$ cat config.mk
export PLATFORM = sky130hd
export DESIGN_NAME = capture_compare_unit
export DESIGN_NICKNAME = d
export VERILOG_FILES = /design/src/core/capture_compare_unit.v /design/src/core/capture_edge_detect.v /design/src/core/period_timer.v
export VERILOG_INCLUDE_DIRS = /design/src /design/src/common
export SDC_FILE = /design/constraint.sdc
export NUM_CORES = 1
export LEC_CHECK = 0
export BUFFER_PORTS_ARGS = -buffer_cell sky130_fd_sc_hd__buf_2
export CORE_MARGIN = 2
export CORE_UTILIZATION = 42
export DETAILED_ROUTE_END_ITERATION = 10
export SYNTH_ARGS = -nofsm -noshare
export SYNTH_HDL_FRONTEND = slang
export SYNTH_SLANG_ARGS = --single-unit
$ cat constraint.sdc
create_clock -name CLOCK_I -period 3.95 [get_ports CLOCK_I]
set_input_delay 0.395 -clock CLOCK_I [delete_from_list [all_inputs] [get_ports CLOCK_I]]
set_output_delay 0.395 -clock CLOCK_I [all_outputs]
set_load 0.1 [all_outputs]
$ cat src/common/capture_compare_regs.vh
// Register offsets, field positions, reset values and timing counts for the capture/compare unit.
// Assumes a byte-wide register map reached by word index over a Wishbone slave.
`ifndef CAPTURE_COMPARE_REGS_VH
`define CAPTURE_COMPARE_REGS_VH

// Register indices; byte address is four times the index
`define IDX_CORE_INT_CTRL    8'h0B
`define IDX_IRQ_FLAGS        8'h0C
`define IDX_PERIOD_COUNT     8'h11
`define IDX_PERIOD_CTRL      8'h12
`define IDX_VALUE_LOW        8'h15
`define IDX_VALUE_HIGH       8'h16
`define IDX_UNIT_CTRL        8'h17
`define IDX_IRQ_ENABLES      8'h8C
`define IDX_PERIOD_LIMIT     8'h92

// Reset values
`define RST_BYTE_ZERO        8'h00
`define RST_PERIOD_LIMIT     8'hFF

// Flag and enable bit positions in the peripheral flag/enable registers
`define BIT_PERIOD_IRQ       1
`define BIT_UNIT_IRQ         2
`define MASK_IRQ_IMPL        8'h47

// Period timer control fields
`define BIT_PERIOD_ON        2
`define MASK_PERIOD_CTRL     8'h7F

// Unit control fields
`define MASK_UNIT_CTRL       8'h3F

// Mode encodings
`define MODE_OFF             4'h0
`define MODE_CAP_FALL        4'h4
`define MODE_CAP_RISE        4'h5
`define MODE_CAP_RISE4       4'h6
`define MODE_CAP_RISE16      4'h7
`define MODE_CMP_SET         4'h8
`define MODE_CMP_CLEAR       4'h9
`define MODE_CMP_SOFT        4'hA
`define MODE_CMP_SPECIAL     4'hB

// Timing: the period timer input runs at one quarter of the system clock
`define PERIOD_BASE_DIV      2'd3
`define PRESCALE_4_LAST      4'd3
`define PRESCALE_16_LAST     4'd15

`endif

$ cat src/core/capture_compare_unit.v
// Capture/compare/PWM unit with its period timer, behind a classic Wishbone slave.
// Assumes the 16-bit wide timer count comes in synchronous to CLOCK_I and that the
// pin direction and port data are kept outside; the pin level is always watched.
`timescale 1ns/100ps
`include "capture_compare_regs.vh"

// Function
// - Value low/high and control software read/write
// - Mode 0000 disables and resets unit
// - Capture edge per mode 0100-0111
// - Compare 1000 sets, 1001 clears output
// - Compare 1010 only sets flag
// - Compare 1011 flags and emits special trigger
// - PWM on 11xx, duty from value low
// - Capture/compare use wide timer, PWM period
// - Capture copies wide timer into value
// - Capture sets sticky flag, software clears
// - New capture overwrites silently
// - Pin level watched even as output
// - Control bits 7-6 read zero
// - Postscaler 1:1 to 1:16 before flag
// - On bit starts and stops timer
// - Capture prescaler cleared when not capturing
module capture_compare_unit (
  input  wire        CLOCK_I,          // System clock, 200 MHz
  input  wire        SRST_I,           // Synchronous reset, active high
  input  wire        WB_CYC_I,         // Wishbone cycle
  input  wire        WB_STB_I,         // Wishbone strobe
  input  wire        WB_WE_I,          // Wishbone write enable
  input  wire [9:0]  WB_ADR_I,         // Wishbone byte address
  input  wire [3:0]  WB_SEL_I,         // Wishbone byte selects
  input  wire [31:0] WB_DAT_I,         // Wishbone write data
  output reg  [31:0] WB_DAT_O,         // Wishbone read data
  output reg         WB_ACK_O,         // Wishbone acknowledge
  input  wire [15:0] WIDE_COUNT_I,     // Wide timer count
  input  wire        PIN_I,            // Capture/compare pin level
  output reg         PIN_O,            // Compare/PWM output latch
  output reg         SPECIAL_TRIG_O,   // Special event trigger pulse
  output reg         PERIOD_MATCH_O    // Period timer match pulse, before postscale
);

  reg  [7:0] core_interrupt_control;
  reg  [7:0] peripheral_irq_flags;
  reg  [7:0] peripheral_irq_enables;
  reg  [6:0] period_timer_control;
  reg  [7:0] period_timer_limit;
  reg  [5:0] unit_control;
  reg  [7:0] unit_value_low;
  reg  [7:0] unit_value_high;
  reg  [3:0] cap_prescale;
  reg  [9:0] duty_latched;
  reg  [1:0] pwm_fine;
  reg  [7:0] next_rdata;
  reg        capture_event;
  reg        cmp_match_d;

  wire [3:0] unit_mode_field = unit_control[3:0];
  wire       is_capture      = (unit_mode_field[3:2] == 2'b01);
  wire       is_compare      = (unit_mode_field[3:2] == 2'b10);
  wire       is_pwm          = (unit_mode_field[3:2] == 2'b11);

  wire [7:0] reg_index = WB_ADR_I[9:2];
  wire       bus_req   = WB_CYC_I & WB_STB_I & ~WB_ACK_O;
  wire       bus_wr    = bus_req & WB_WE_I & WB_SEL_I[0];
  wire [7:0] wdata     = WB_DAT_I[7:0];

  wire wr_irq_flags    = bus_wr && (reg_index == `IDX_IRQ_FLAGS);
  wire wr_period_count = bus_wr && (reg_index == `IDX_PERIOD_COUNT);
  wire wr_period_ctrl  = bus_wr && (reg_index == `IDX_PERIOD_CTRL);
  wire wr_value_low    = bus_wr && (reg_index == `IDX_VALUE_LOW);
  wire wr_value_high   = bus_wr && (reg_index == `IDX_VALUE_HIGH);
  wire wr_unit_ctrl    = bus_wr && (reg_index == `IDX_UNIT_CTRL);

  wire       pin_rise;
  wire       pin_fall;
  wire [7:0] period_timer_count;
  wire       period_match;
  wire       period_post;

  capture_edge_detect edges (
    .clk_i  (CLOCK_I),
    .rst_i  (SRST_I),
    .pin_i  (PIN_I),
    .rise_o (pin_rise),
    .fall_o (pin_fall)
  );

  period_timer ptimer (
    .clk_i         (CLOCK_I),
    .rst_i         (SRST_I),
    .ctrl_i        (period_timer_control),
    .ctrl_wr_i     (wr_period_ctrl),
    .limit_i       (period_timer_limit),
    .count_wr_i    (wr_period_count),
    .count_wdata_i (wdata),
    .count_o       (period_timer_count),
    .match_o       (period_match),
    .post_o        (period_post)
  );

  // Capture event selection
  always @* begin
    case (unit_mode_field)
      `MODE_CAP_FALL:   capture_event = pin_fall;
      `MODE_CAP_RISE:   capture_event = pin_rise;
      `MODE_CAP_RISE4:  capture_event = pin_rise && (cap_prescale[1:0] == 2'b11);
      `MODE_CAP_RISE16: capture_event = pin_rise && (cap_prescale == 4'hF);
      default:          capture_event = 1'b0;
    endcase
  end

  // Compare against the wide timer; act once per match entry
  wire cmp_equal = is_compare && ({unit_value_high, unit_value_low} == WIDE_COUNT_I);
  wire cmp_match = cmp_equal && !cmp_match_d;

  always @(posedge CLOCK_I) begin
    if (SRST_I || !is_capture) begin
      cap_prescale <= 4'h0;
    end else if (pin_rise) begin
      cap_prescale <= cap_prescale + 4'h1;
    end
  end

  always @(posedge CLOCK_I) begin
    if (SRST_I)
      cmp_match_d <= 1'b0;
    else
      cmp_match_d <= cmp_equal;
  end

  // Unit control: bits 7-6 never stored
  always @(posedge CLOCK_I) begin
    if (SRST_I)
      unit_control <= 6'h00;
    else if (wr_unit_ctrl)
      unit_control <= wdata[5:0];
  end

  // Value registers: software writes, capture overwrites
  always @(posedge CLOCK_I) begin
    if (SRST_I) begin
      unit_value_low  <= `RST_BYTE_ZERO;
      unit_value_high <= `RST_BYTE_ZERO;
    end else if (capture_event) begin
      unit_value_low  <= WIDE_COUNT_I[7:0];
      unit_value_high <= WIDE_COUNT_I[15:8];
    end else begin
      if (wr_value_low)
        unit_value_low <= wdata;
      if (wr_value_high)
        unit_value_high <= wdata;
    end
  end

  // Flags: hardware set wins over a software clear in the same cycle
  always @(posedge CLOCK_I) begin
    if (SRST_I) begin
      peripheral_irq_flags <= `RST_BYTE_ZERO;
    end else begin
      if (wr_irq_flags)
        peripheral_irq_flags <= wdata & `MASK_IRQ_IMPL;
      if (capture_event || cmp_match)
        peripheral_irq_flags[`BIT_UNIT_IRQ] <= 1'b1;
      if (period_post)
        peripheral_irq_flags[`BIT_PERIOD_IRQ] <= 1'b1;
    end
  end

  always @(posedge CLOCK_I) begin
    if (SRST_I) begin
      core_interrupt_control <= `RST_BYTE_ZERO;
      peripheral_irq_enables <= `RST_BYTE_ZERO;
      period_timer_control   <= 7'h00;
      period_timer_limit     <= `RST_PERIOD_LIMIT;
    end else if (bus_wr) begin
      case (reg_index)
        `IDX_CORE_INT_CTRL: core_interrupt_control <= wdata;
        `IDX_IRQ_ENABLES:   peripheral_irq_enables <= wdata & `MASK_IRQ_IMPL;
        `IDX_PERIOD_CTRL:   period_timer_control   <= wdata[6:0];
        `IDX_PERIOD_LIMIT:  period_timer_limit     <= wdata;
        default:            ;
      endcase
    end
  end

  // PWM: 10-bit duty latched at period start, two fine bits stretch the count
  wire [9:0] pwm_pos = {period_timer_count, pwm_fine};
  always @(posedge CLOCK_I) begin
    if (SRST_I || !is_pwm) begin
      duty_latched <= 10'h000;
      pwm_fine     <= 2'b00;
    end else begin
      pwm_fine <= pwm_fine + 2'b01;
      if (period_match)
        duty_latched <= {unit_value_low, unit_control[5:4]};
    end
  end

  // Output latch and special trigger
  always @(posedge CLOCK_I) begin
    SPECIAL_TRIG_O <= 1'b0;
    // Period timer is not part of the unit, so its match ignores the mode
    PERIOD_MATCH_O <= period_match & ~SRST_I;
    if (SRST_I || unit_mode_field == `MODE_OFF) begin
      PIN_O <= 1'b0;
    end else begin
      if (is_pwm) begin
        if (period_match)
          PIN_O <= ({unit_value_low, unit_control[5:4]} != 10'h000);
        else if (pwm_pos >= duty_latched)
          PIN_O <= 1'b0;
      end else if (cmp_match) begin
        case (unit_mode_field)
          `MODE_CMP_SET:     PIN_O <= 1'b1;
          `MODE_CMP_CLEAR:   PIN_O <= 1'b0;
          `MODE_CMP_SOFT:    PIN_O <= PIN_O;
          `MODE_CMP_SPECIAL: SPECIAL_TRIG_O <= 1'b1;
          default:           PIN_O <= PIN_O;
        endcase
      end
    end
  end

  // Read mux
  always @* begin
    case (reg_index)
      `IDX_CORE_INT_CTRL: next_rdata = core_interrupt_control;
      `IDX_IRQ_FLAGS:     next_rdata = peripheral_irq_flags;
      `IDX_PERIOD_COUNT:  next_rdata = period_timer_count;
      `IDX_PERIOD_CTRL:   next_rdata = {1'b0, period_timer_control};
      `IDX_VALUE_LOW:     next_rdata = unit_value_low;
      `IDX_VALUE_HIGH:    next_rdata = unit_value_high;
      `IDX_UNIT_CTRL:     next_rdata = {2'b00, unit_control};
      `IDX_IRQ_ENABLES:   next_rdata = peripheral_irq_enables;
      `IDX_PERIOD_LIMIT:  next_rdata = period_timer_limit;
      default:            next_rdata = 8'h00;
    endcase
  end

  // One-cycle answer; unmapped reads return zero, writes are dropped
  always @(posedge CLOCK_I) begin
    if (SRST_I) begin
      WB_ACK_O <= 1'b0;
      WB_DAT_O <= 32'h0000_0000;
    end else begin
      WB_ACK_O <= bus_req;
      if (bus_req && !WB_WE_I)
        WB_DAT_O <= {24'h00_0000, next_rdata};
    end
  end

endmodule // capture_compare_unit

$ cat src/core/capture_edge_detect.v
// Capture pin synchroniser and edge detector.
// Assumes the pin may change at any time relative to CLOCK_I.
`timescale 1ns/100ps
module capture_edge_detect (
  input  wire clk_i,    // System clock
  input  wire rst_i,    // Synchronous reset
  input  wire pin_i,    // Raw pin level
  output reg  rise_o,   // One-cycle rising-edge pulse
  output reg  fall_o    // One-cycle falling-edge pulse
);

  reg sync_a;
  reg sync_b;
  reg prev;

  // First stage feeds only the second stage
  always @(posedge clk_i) begin
    if (rst_i) begin
      sync_a <= 1'b0;
      sync_b <= 1'b0;
      prev   <= 1'b0;
      rise_o <= 1'b0;
      fall_o <= 1'b0;
    end else begin
      sync_a <= pin_i;
      sync_b <= sync_a;
      prev   <= sync_b;
      rise_o <= sync_b & ~prev;
      fall_o <= ~sync_b & prev;
    end
  end

endmodule // capture_edge_detect

$ cat src/core/period_timer.v
// 8-bit period timer with prescaler, limit match and postscaler.
// Assumes write strobes arrive as single-cycle pulses from the register decode.
`timescale 1ns/100ps
`include "capture_compare_regs.vh"
module period_timer (
  input  wire       clk_i,          // System clock
  input  wire       rst_i,          // Synchronous reset
  input  wire [6:0] ctrl_i,         // Period timer control bits 6-0
  input  wire       ctrl_wr_i,      // Control written this cycle
  input  wire [7:0] limit_i,        // Period limit
  input  wire       count_wr_i,     // Count written this cycle
  input  wire [7:0] count_wdata_i,  // Count write data
  output reg  [7:0] count_o,        // Current count
  output reg        match_o,        // Pulse on rollover at limit
  output reg        post_o          // Pulse after postscale
);

  reg  [1:0] base_div;
  reg  [3:0] pre_cnt;
  reg  [3:0] post_cnt;
  reg  [3:0] pre_last;
  wire       base_tick = (base_div == `PERIOD_BASE_DIV);
  wire       running   = ctrl_i[`BIT_PERIOD_ON];

  always @* begin
    case (ctrl_i[1:0])
      2'b00:   pre_last = 4'h0;
      2'b01:   pre_last = `PRESCALE_4_LAST;
      default: pre_last = `PRESCALE_16_LAST;
    endcase
  end

  always @(posedge clk_i) begin
    match_o <= 1'b0;
    post_o  <= 1'b0;
    if (rst_i) begin
      base_div <= 2'd0;
      pre_cnt  <= 4'h0;
      post_cnt <= 4'h0;
      count_o  <= `RST_BYTE_ZERO;
    end else if (count_wr_i || ctrl_wr_i) begin
      // Writes clear both scalers; a control write leaves the count alone
      pre_cnt  <= 4'h0;
      post_cnt <= 4'h0;
      if (count_wr_i)
        count_o <= count_wdata_i;
    end else if (running) begin
      base_div <= base_div + 2'd1;
      if (base_tick) begin
        if (pre_cnt >= pre_last) begin
          pre_cnt <= 4'h0;
          if (count_o == limit_i) begin
            count_o <= 8'h00;
            match_o <= 1'b1;
            if (post_cnt == ctrl_i[6:3]) begin
              post_cnt <= 4'h0;
              post_o   <= 1'b1;
            end else begin
              post_cnt <= post_cnt + 4'h1;
            end
          end else begin
            count_o <= count_o + 8'h01;
          end
        end else begin
          pre_cnt <= pre_cnt + 4'h1;
        end
      end
    end
  end

endmodule // period_timer

-- Yosys cells after proc, flatten, opt, wreduce, memory -nomap -nowiden
Cells that the tools add are included.
- add/subtract/negate cells: 6
- multipliers: 0
- div/mod/pow operators: 0
- magnitude comparators: 2
- eq/ne operators: 28
- shift-type cells: 0
- multiplexer cells: 26
- bitwise gates (word level): 17
- reductions and logical operators: 45
- operators with widths (cell ; count):
    $mux 8 ; 10
    $pmux 8 s9 ; 1
    $eq 8x5->1 const B ; 5
    $eq 16x16->1 ; 1
    $eq 4x3->1 const B ; 4
    $eq 4x4->1 const B ; 4
    $eq 8x4->1 const B ; 2
    $eq 8x8->1 const B ; 2
    $reduce_bool 2->1 ; 8
    $add 4x1->4 const B ; 3
    $reduce_and 2->1 ; 6
    $logic_and 1x1->1 ; 11
    $ge 10x10->1 ; 1
    $not 1->1 ; 10
    $reduce_bool 10->1 ; 1
    $mux 1 ; 9
    $add 8x1->8 const B ; 1
    $eq 2x2->1 const B ; 4
    $eq 8x8->1 ; 1
    $mux 4 ; 2
    $pmux 4 s2 ; 1
    $reduce_and 4->1 ; 2
    $and 1x1->1 ; 7
    $reduce_or 6->1 ; 1
    18 further kinds ; 27
- bits in registers: 107
- latch bits: 0
- memory bits (writable): 0
- memory bits (read-only): 0
- bits of input ports: 68
- output and inout port bits: 36
- logic and storage cells: 154
- memories: 0

-- Longest topological paths before layout
- word-level depth: 8
- gate-level depth with buffers: 10
- depth with buffers taken out: 9

-- Cells and area by module
Synthesis repeated with hierarchy kept, for this count alone.
- cells, all modules: 682
- area, all modules: 6000.8 um^2
- modules (own cells, without submodules) (module ; times used ; cells each ; area each (um^2) ; sequential area each (um^2)):
    capture_compare_unit ; 1 ; 514 ; 4563.1 ; 1641.6
    period_timer ; 1 ; 158 ; 1303.8 ; 400.4
    capture_edge_detect ; 1 ; 10 ; 133.9 ; 100.1

-- Least setup slack after synthesis
OpenSTA, ideal clock, no wires.
- path type: register -> register
- start point: reg WB_ACK_O
- end point: reg ptimer.count_o[2]
- library setup time: 0.130 ns
- data arrival time: 2.343 ns
- data required time: 3.820 ns
- path slack: 1.477 ns
- stages on the path, launching flop included: 8
- buffers on the path: 1
- period minus slack after synthesis: 2.473 ns
- path through: dfxtp_1 and3b_1 nand3_1 or4_1 a21boi_2 buf_2 o21ai_0 o31ai_1
- word-level cells in the longest chain between the ends: 8
- elaborated cells between the ends (all ways): 13
- those cells by class: eq/ne: 1; mux: 1; bitwise: 4; reduce/logical: 7
- RTL lines (what ; line ; text):
    start, declared ; capture_compare_unit.v:34 ; output reg WB_ACK_O,
    start signal, assigned ; capture_compare_unit.v:246 ; WB_ACK_O <= bus_req;
    $not 1->1 (*) ; capture_compare_unit.v:63 ; wire bus_req = WB_CYC_I & WB_STB_I & ~WB_ACK_O;
    $and 1x1->1 (*) ; capture_compare_unit.v:63 ;
    $and 1x1->1 (*) (2 in series) ; capture_compare_unit.v:64 ; wire bus_wr = bus_req & WB_WE_I & WB_SEL_I[0];
    $logic_and 1x1->1 (on tied branches) ; capture_compare_unit.v:68, capture_compare_unit.v:69 ;
    $logic_or 1x1->1 ; period_timer.v:41 ; end else if (count_wr_i || ctrl_wr_i) begin
    $ne 2x1->1 (no source line) or $reduce_bool 2->1 (tied branches) ; -- ;
    $reduce_and 4->1 (no source line) ; -- ;
    end signal, assigned ; period_timer.v:40 ; count_o <= `RST_BYTE_ZERO;
    end signal, assigned ; period_timer.v:46 ; count_o <= count_wdata_i;
    end signal, assigned ; period_timer.v:62 ; count_o <= count_o + 8'h01;
    end, declared ; period_timer.v:13 ; output reg [7:0] count_o,
Mark *: on every way between the ends. The rest lies on a longest branch, timed or not.
A chain may end at the register's enable or synchronous reset.

-- Worst setup path after layout
- start point: in WB_ADR_I[3]
- end point: reg ptimer.count_o[0]
- word-level cells in the longest chain between the ends: 5
- elaborated cells between the ends (all ways): 11
- those cells by class: eq/ne: 3; mux: 1; reduce/logical: 7
- RTL lines (what ; line ; text):
    start, declared ; capture_compare_unit.v:30 ; input wire [9:0] WB_ADR_I,
    $eq 8x5->1 ; -- ;
    $logic_and 1x1->1 (on tied branches) ; capture_compare_unit.v:68, capture_compare_unit.v:69 ;
    $logic_or 1x1->1 ; period_timer.v:41 ;
    $ne 2x1->1 (no source line) or $reduce_bool 2->1 (tied branches) ; -- ;
    $reduce_and 4->1 (no source line) ; -- ;
Several ways; a longest one is shown, not always the timed one.

==> qor.yml <==
netlist_instances: 660
path_buf_inv: 2
ir_worst_vdd_v: 0.000181
status: "finished, final reports clean"
grt_pass1_vias: 4670
min_period_ns: 2.64
start_util: 0.433
synth.distinct_cells: 61
arrival_ns: 2.90
crit_path_max_incr_delay_ns: 0.56
crit_path_end_kind: "flop"
ant_nets: 0
p_leak_uw: 0.00230
drc: 0
die_y_microns: 121
post_cts_resized: 0
grt_max_degree: 46
cts_root_buffer: "clkbuf_16"
yosys.area_share.simple: 0.192
numCtsBuffers: 9
synth-compound-area-share: 0.155
overflow: 0
clockBufferDepth: 2
hold_viol_final: 0
synth_top_area_frac: 0.370
synthTopCellsByCount: "107 x dfxtp_1, 86 x nor2_1, 61 x mux2i_1, 34 x nand2_1, 27 x a21oi_1"
p_int_uw: 1670
crit_chain: "buf_2 -> nor2b_1 -> and2_1 -> nand3_1 -> buf_4 -> a21boi_2 -> a221oi_1 -> a211oi_1"
cp-start-kind: "primary input"
wl_per_cell_microns: 17.2
fin_skew_ns: 0.00883
multi_input_area_sq_um: 3310
synth_ff_type: "dfxtp_1"
slew_violations: 0
n_fill_cell: 1286
nNetsFinal: 776
fmaxAchievable_mhz: 379
period_share: 0.667
grt_setup_unrepaired: "no"
p_seq_frac: 0.485
dr.pass1.iters: 5
yosysSeqAreaShare: 0.370
critPathMaxFanout: 21
diodes: 0
cts_tree: "done"
htree_levels: 3
synth_top_family_by_area: "simple AND/OR/NAND/NOR gates"
avgSynthCellArea_sq_um: 8.76
finalSetupViolations: 0
drv_cap: 0
async_flop_share: 0
via_per_inst: 5.56
worstMarginPinSlew_ns: 0.895
portBuffers: 50
synth_top_area_cell: "dfxtp_1"
clock_latency_ns: 0.35
drive_gt1_frac: 0.121
clock_sinks: 107
regArea_sq_um: 2140
rows: 42
critPathKind: "primary input to flop"
crit_path_top_delay_cell: "nor2b_1"
wl_mm: 14.9
setup-tns-final_ns: 0
whs_ns: 0.306
synth_fa_ha_area_frac: 0.0411
ys_ff_latch: 107
clkTransAtPathRegs_ns: 0.06
cts_setup_buffers: 0
vias: 4822
crit_family: "simple AND/OR/NAND/NOR gates"
grt_usage: 0.213
p_comb_frac: 0.093
clockPowerShare: 0.422
yosysMostFrequentCell: "dfxtp_1"
grt_first_pass_wirelength_mm: 24.4
drt_iter0_markers: 435
hold_class: "primary input to flop"
synth_mux_area_frac: 0.115
dieWidth_microns: 121
synth_area_sq_um: 5780
yosysWarnings: 0
power_density_nw_per_um2: 352
max-slew-margin-rel: 0.403
coreArea_sq_um: 13300
num_io_pins: 104
syn2layout_area_growth_pct: 9.60
hold_buffers: 0
synth_xor_area_frac: 0.0530
dpl.hpwl_mm: 10.7
die_area_sq_um: 14700
netSwitchingPower_uw: 566
gp_congestion: 0.841
required_ns: 4.21
yosys-top-cells-area: "dfxtp_1 37%, mux2i_1 11%, nor2_1 5.6%, ha_1 4.1%, xnor2_1 3.6%"
swShare: 0.254
synth_edf_count: 0
antenna_found_initial: 0
## path summary, 6_finish.rpt
check | start | end | slack (ns) | depth (start not counted)
worst max register to register | period_timer_control[1]$_SDFFE_PP0P_ | ptimer.count_o[0]$_SDFFE_PP0P_ | 1.45 | 9
worst min register to register | edges.prev$_SDFF_PP0_ | edges.rise_o$_SDFF_PP0_ | 0.40 | 1
worst min-delay path | PIN_I | edges.sync_a$_SDFF_PP0_ | 0.31 | 2
worst max-delay path | WB_ADR_I[3] | ptimer.count_o[0]$_SDFFE_PP0P_ | 1.31 | 8
## state kept, by name, indices dropped and copies added, names as in the netlist, 6 cells and up
signal                  flops
period_timer_limit          8
WB_DAT_O                    8
unit_value_low              8
core_interrupt_control      8
ptimer.count_o              8
duty_latched               10
period_timer_control        7
unit_control                6
unit_value_high             8
## cells in the final DEF (no fill, tap or decap), drive strengths merged, types with 11 or more instances in the layout
cell type	netlist	routed
dfxtp	107	107
nor2	87	87
mux2i	61	61
buf	33	53
nand2	34	34
a21oi	27	27
inv	24	25
xnor2	24	24
conb	1	24
a211oi	22	22
o21ai	20	20
ha	19	19
nor2b	18	18
nand3	14	14
a22oi	14	14
nor3	14	14
xor2	11	11
nand2b	11	11
## logic make-up after synthesis
kind of cell,count (synthesis)
buf+inv,82
other cells,1
xor+xnor,35
flops,107
mux,66
fa+ha+maj,19
simple gates,219
compound gates,131
## through the flow
stage | instance area [sq um] | utilization | instances | power, uW | setup WS [ns]
global route | 6340 | 0.475 | 868 | 2310 | 1.17
global placement | 6030 | 0.452 | 854 | 1310 | 1.12
CTS | 6340 | 0.475 | 868 | 2260 | 1.37
finish | 6340 | 0.475 | 868 | 2230 | 1.31
detailed placement | 6030 | 0.452 | 854 | 1310 | 1.03
floorplan | 5870 | - | 683 | 1290 | 1.48
## layer usage
| metal | track usage | vias to the layer above | share of wire | wire length (microns) |
|---|---|---|---|---|
| li1 | - | 2363 | - | - |
| met1 | 0.283 | 2292 | 0.45 | 6690 |
| met2 | 0.347 | 146 | 0.48 | 7080 |
| met3 | 0.0451 | 21 | 0.060 | 890 |
| met4 | 0.0639 | 0 | 0.015 | 228 |
| met5 | 0 | - | 0 | 0 |
## power groups by stage
stage / combinational (uW) / clock (uW) / sequential, uW
2_1_floorplan: 176 / 0 / 1110
3_3_place_gp: 205 / 0 / 1110
3_5_place_dp: 206 / 0 / 1110
4_1_cts: 207 / 967 / 1080
5_1_grt: 218 / 1020 / 1080
6_report: 208 / 942 / 1080
## cell type report
| class | instances | area share |
|---|---|---|
| Multi-Input combinational cell | 494 | 0.522 |
| Inverter | 24 | 0.0142 |
| Timing Repair Buffer | 53 | 0.0430 |
| Tap cell | 176 | 0.0347 |
| Clock buffer | 10 | 0.0361 |
| Sequential cell | 107 | 0.338 |
| Clock inverter | 4 | 0.0120 |
No activity file was read; power rests on OpenSTA's default activity.
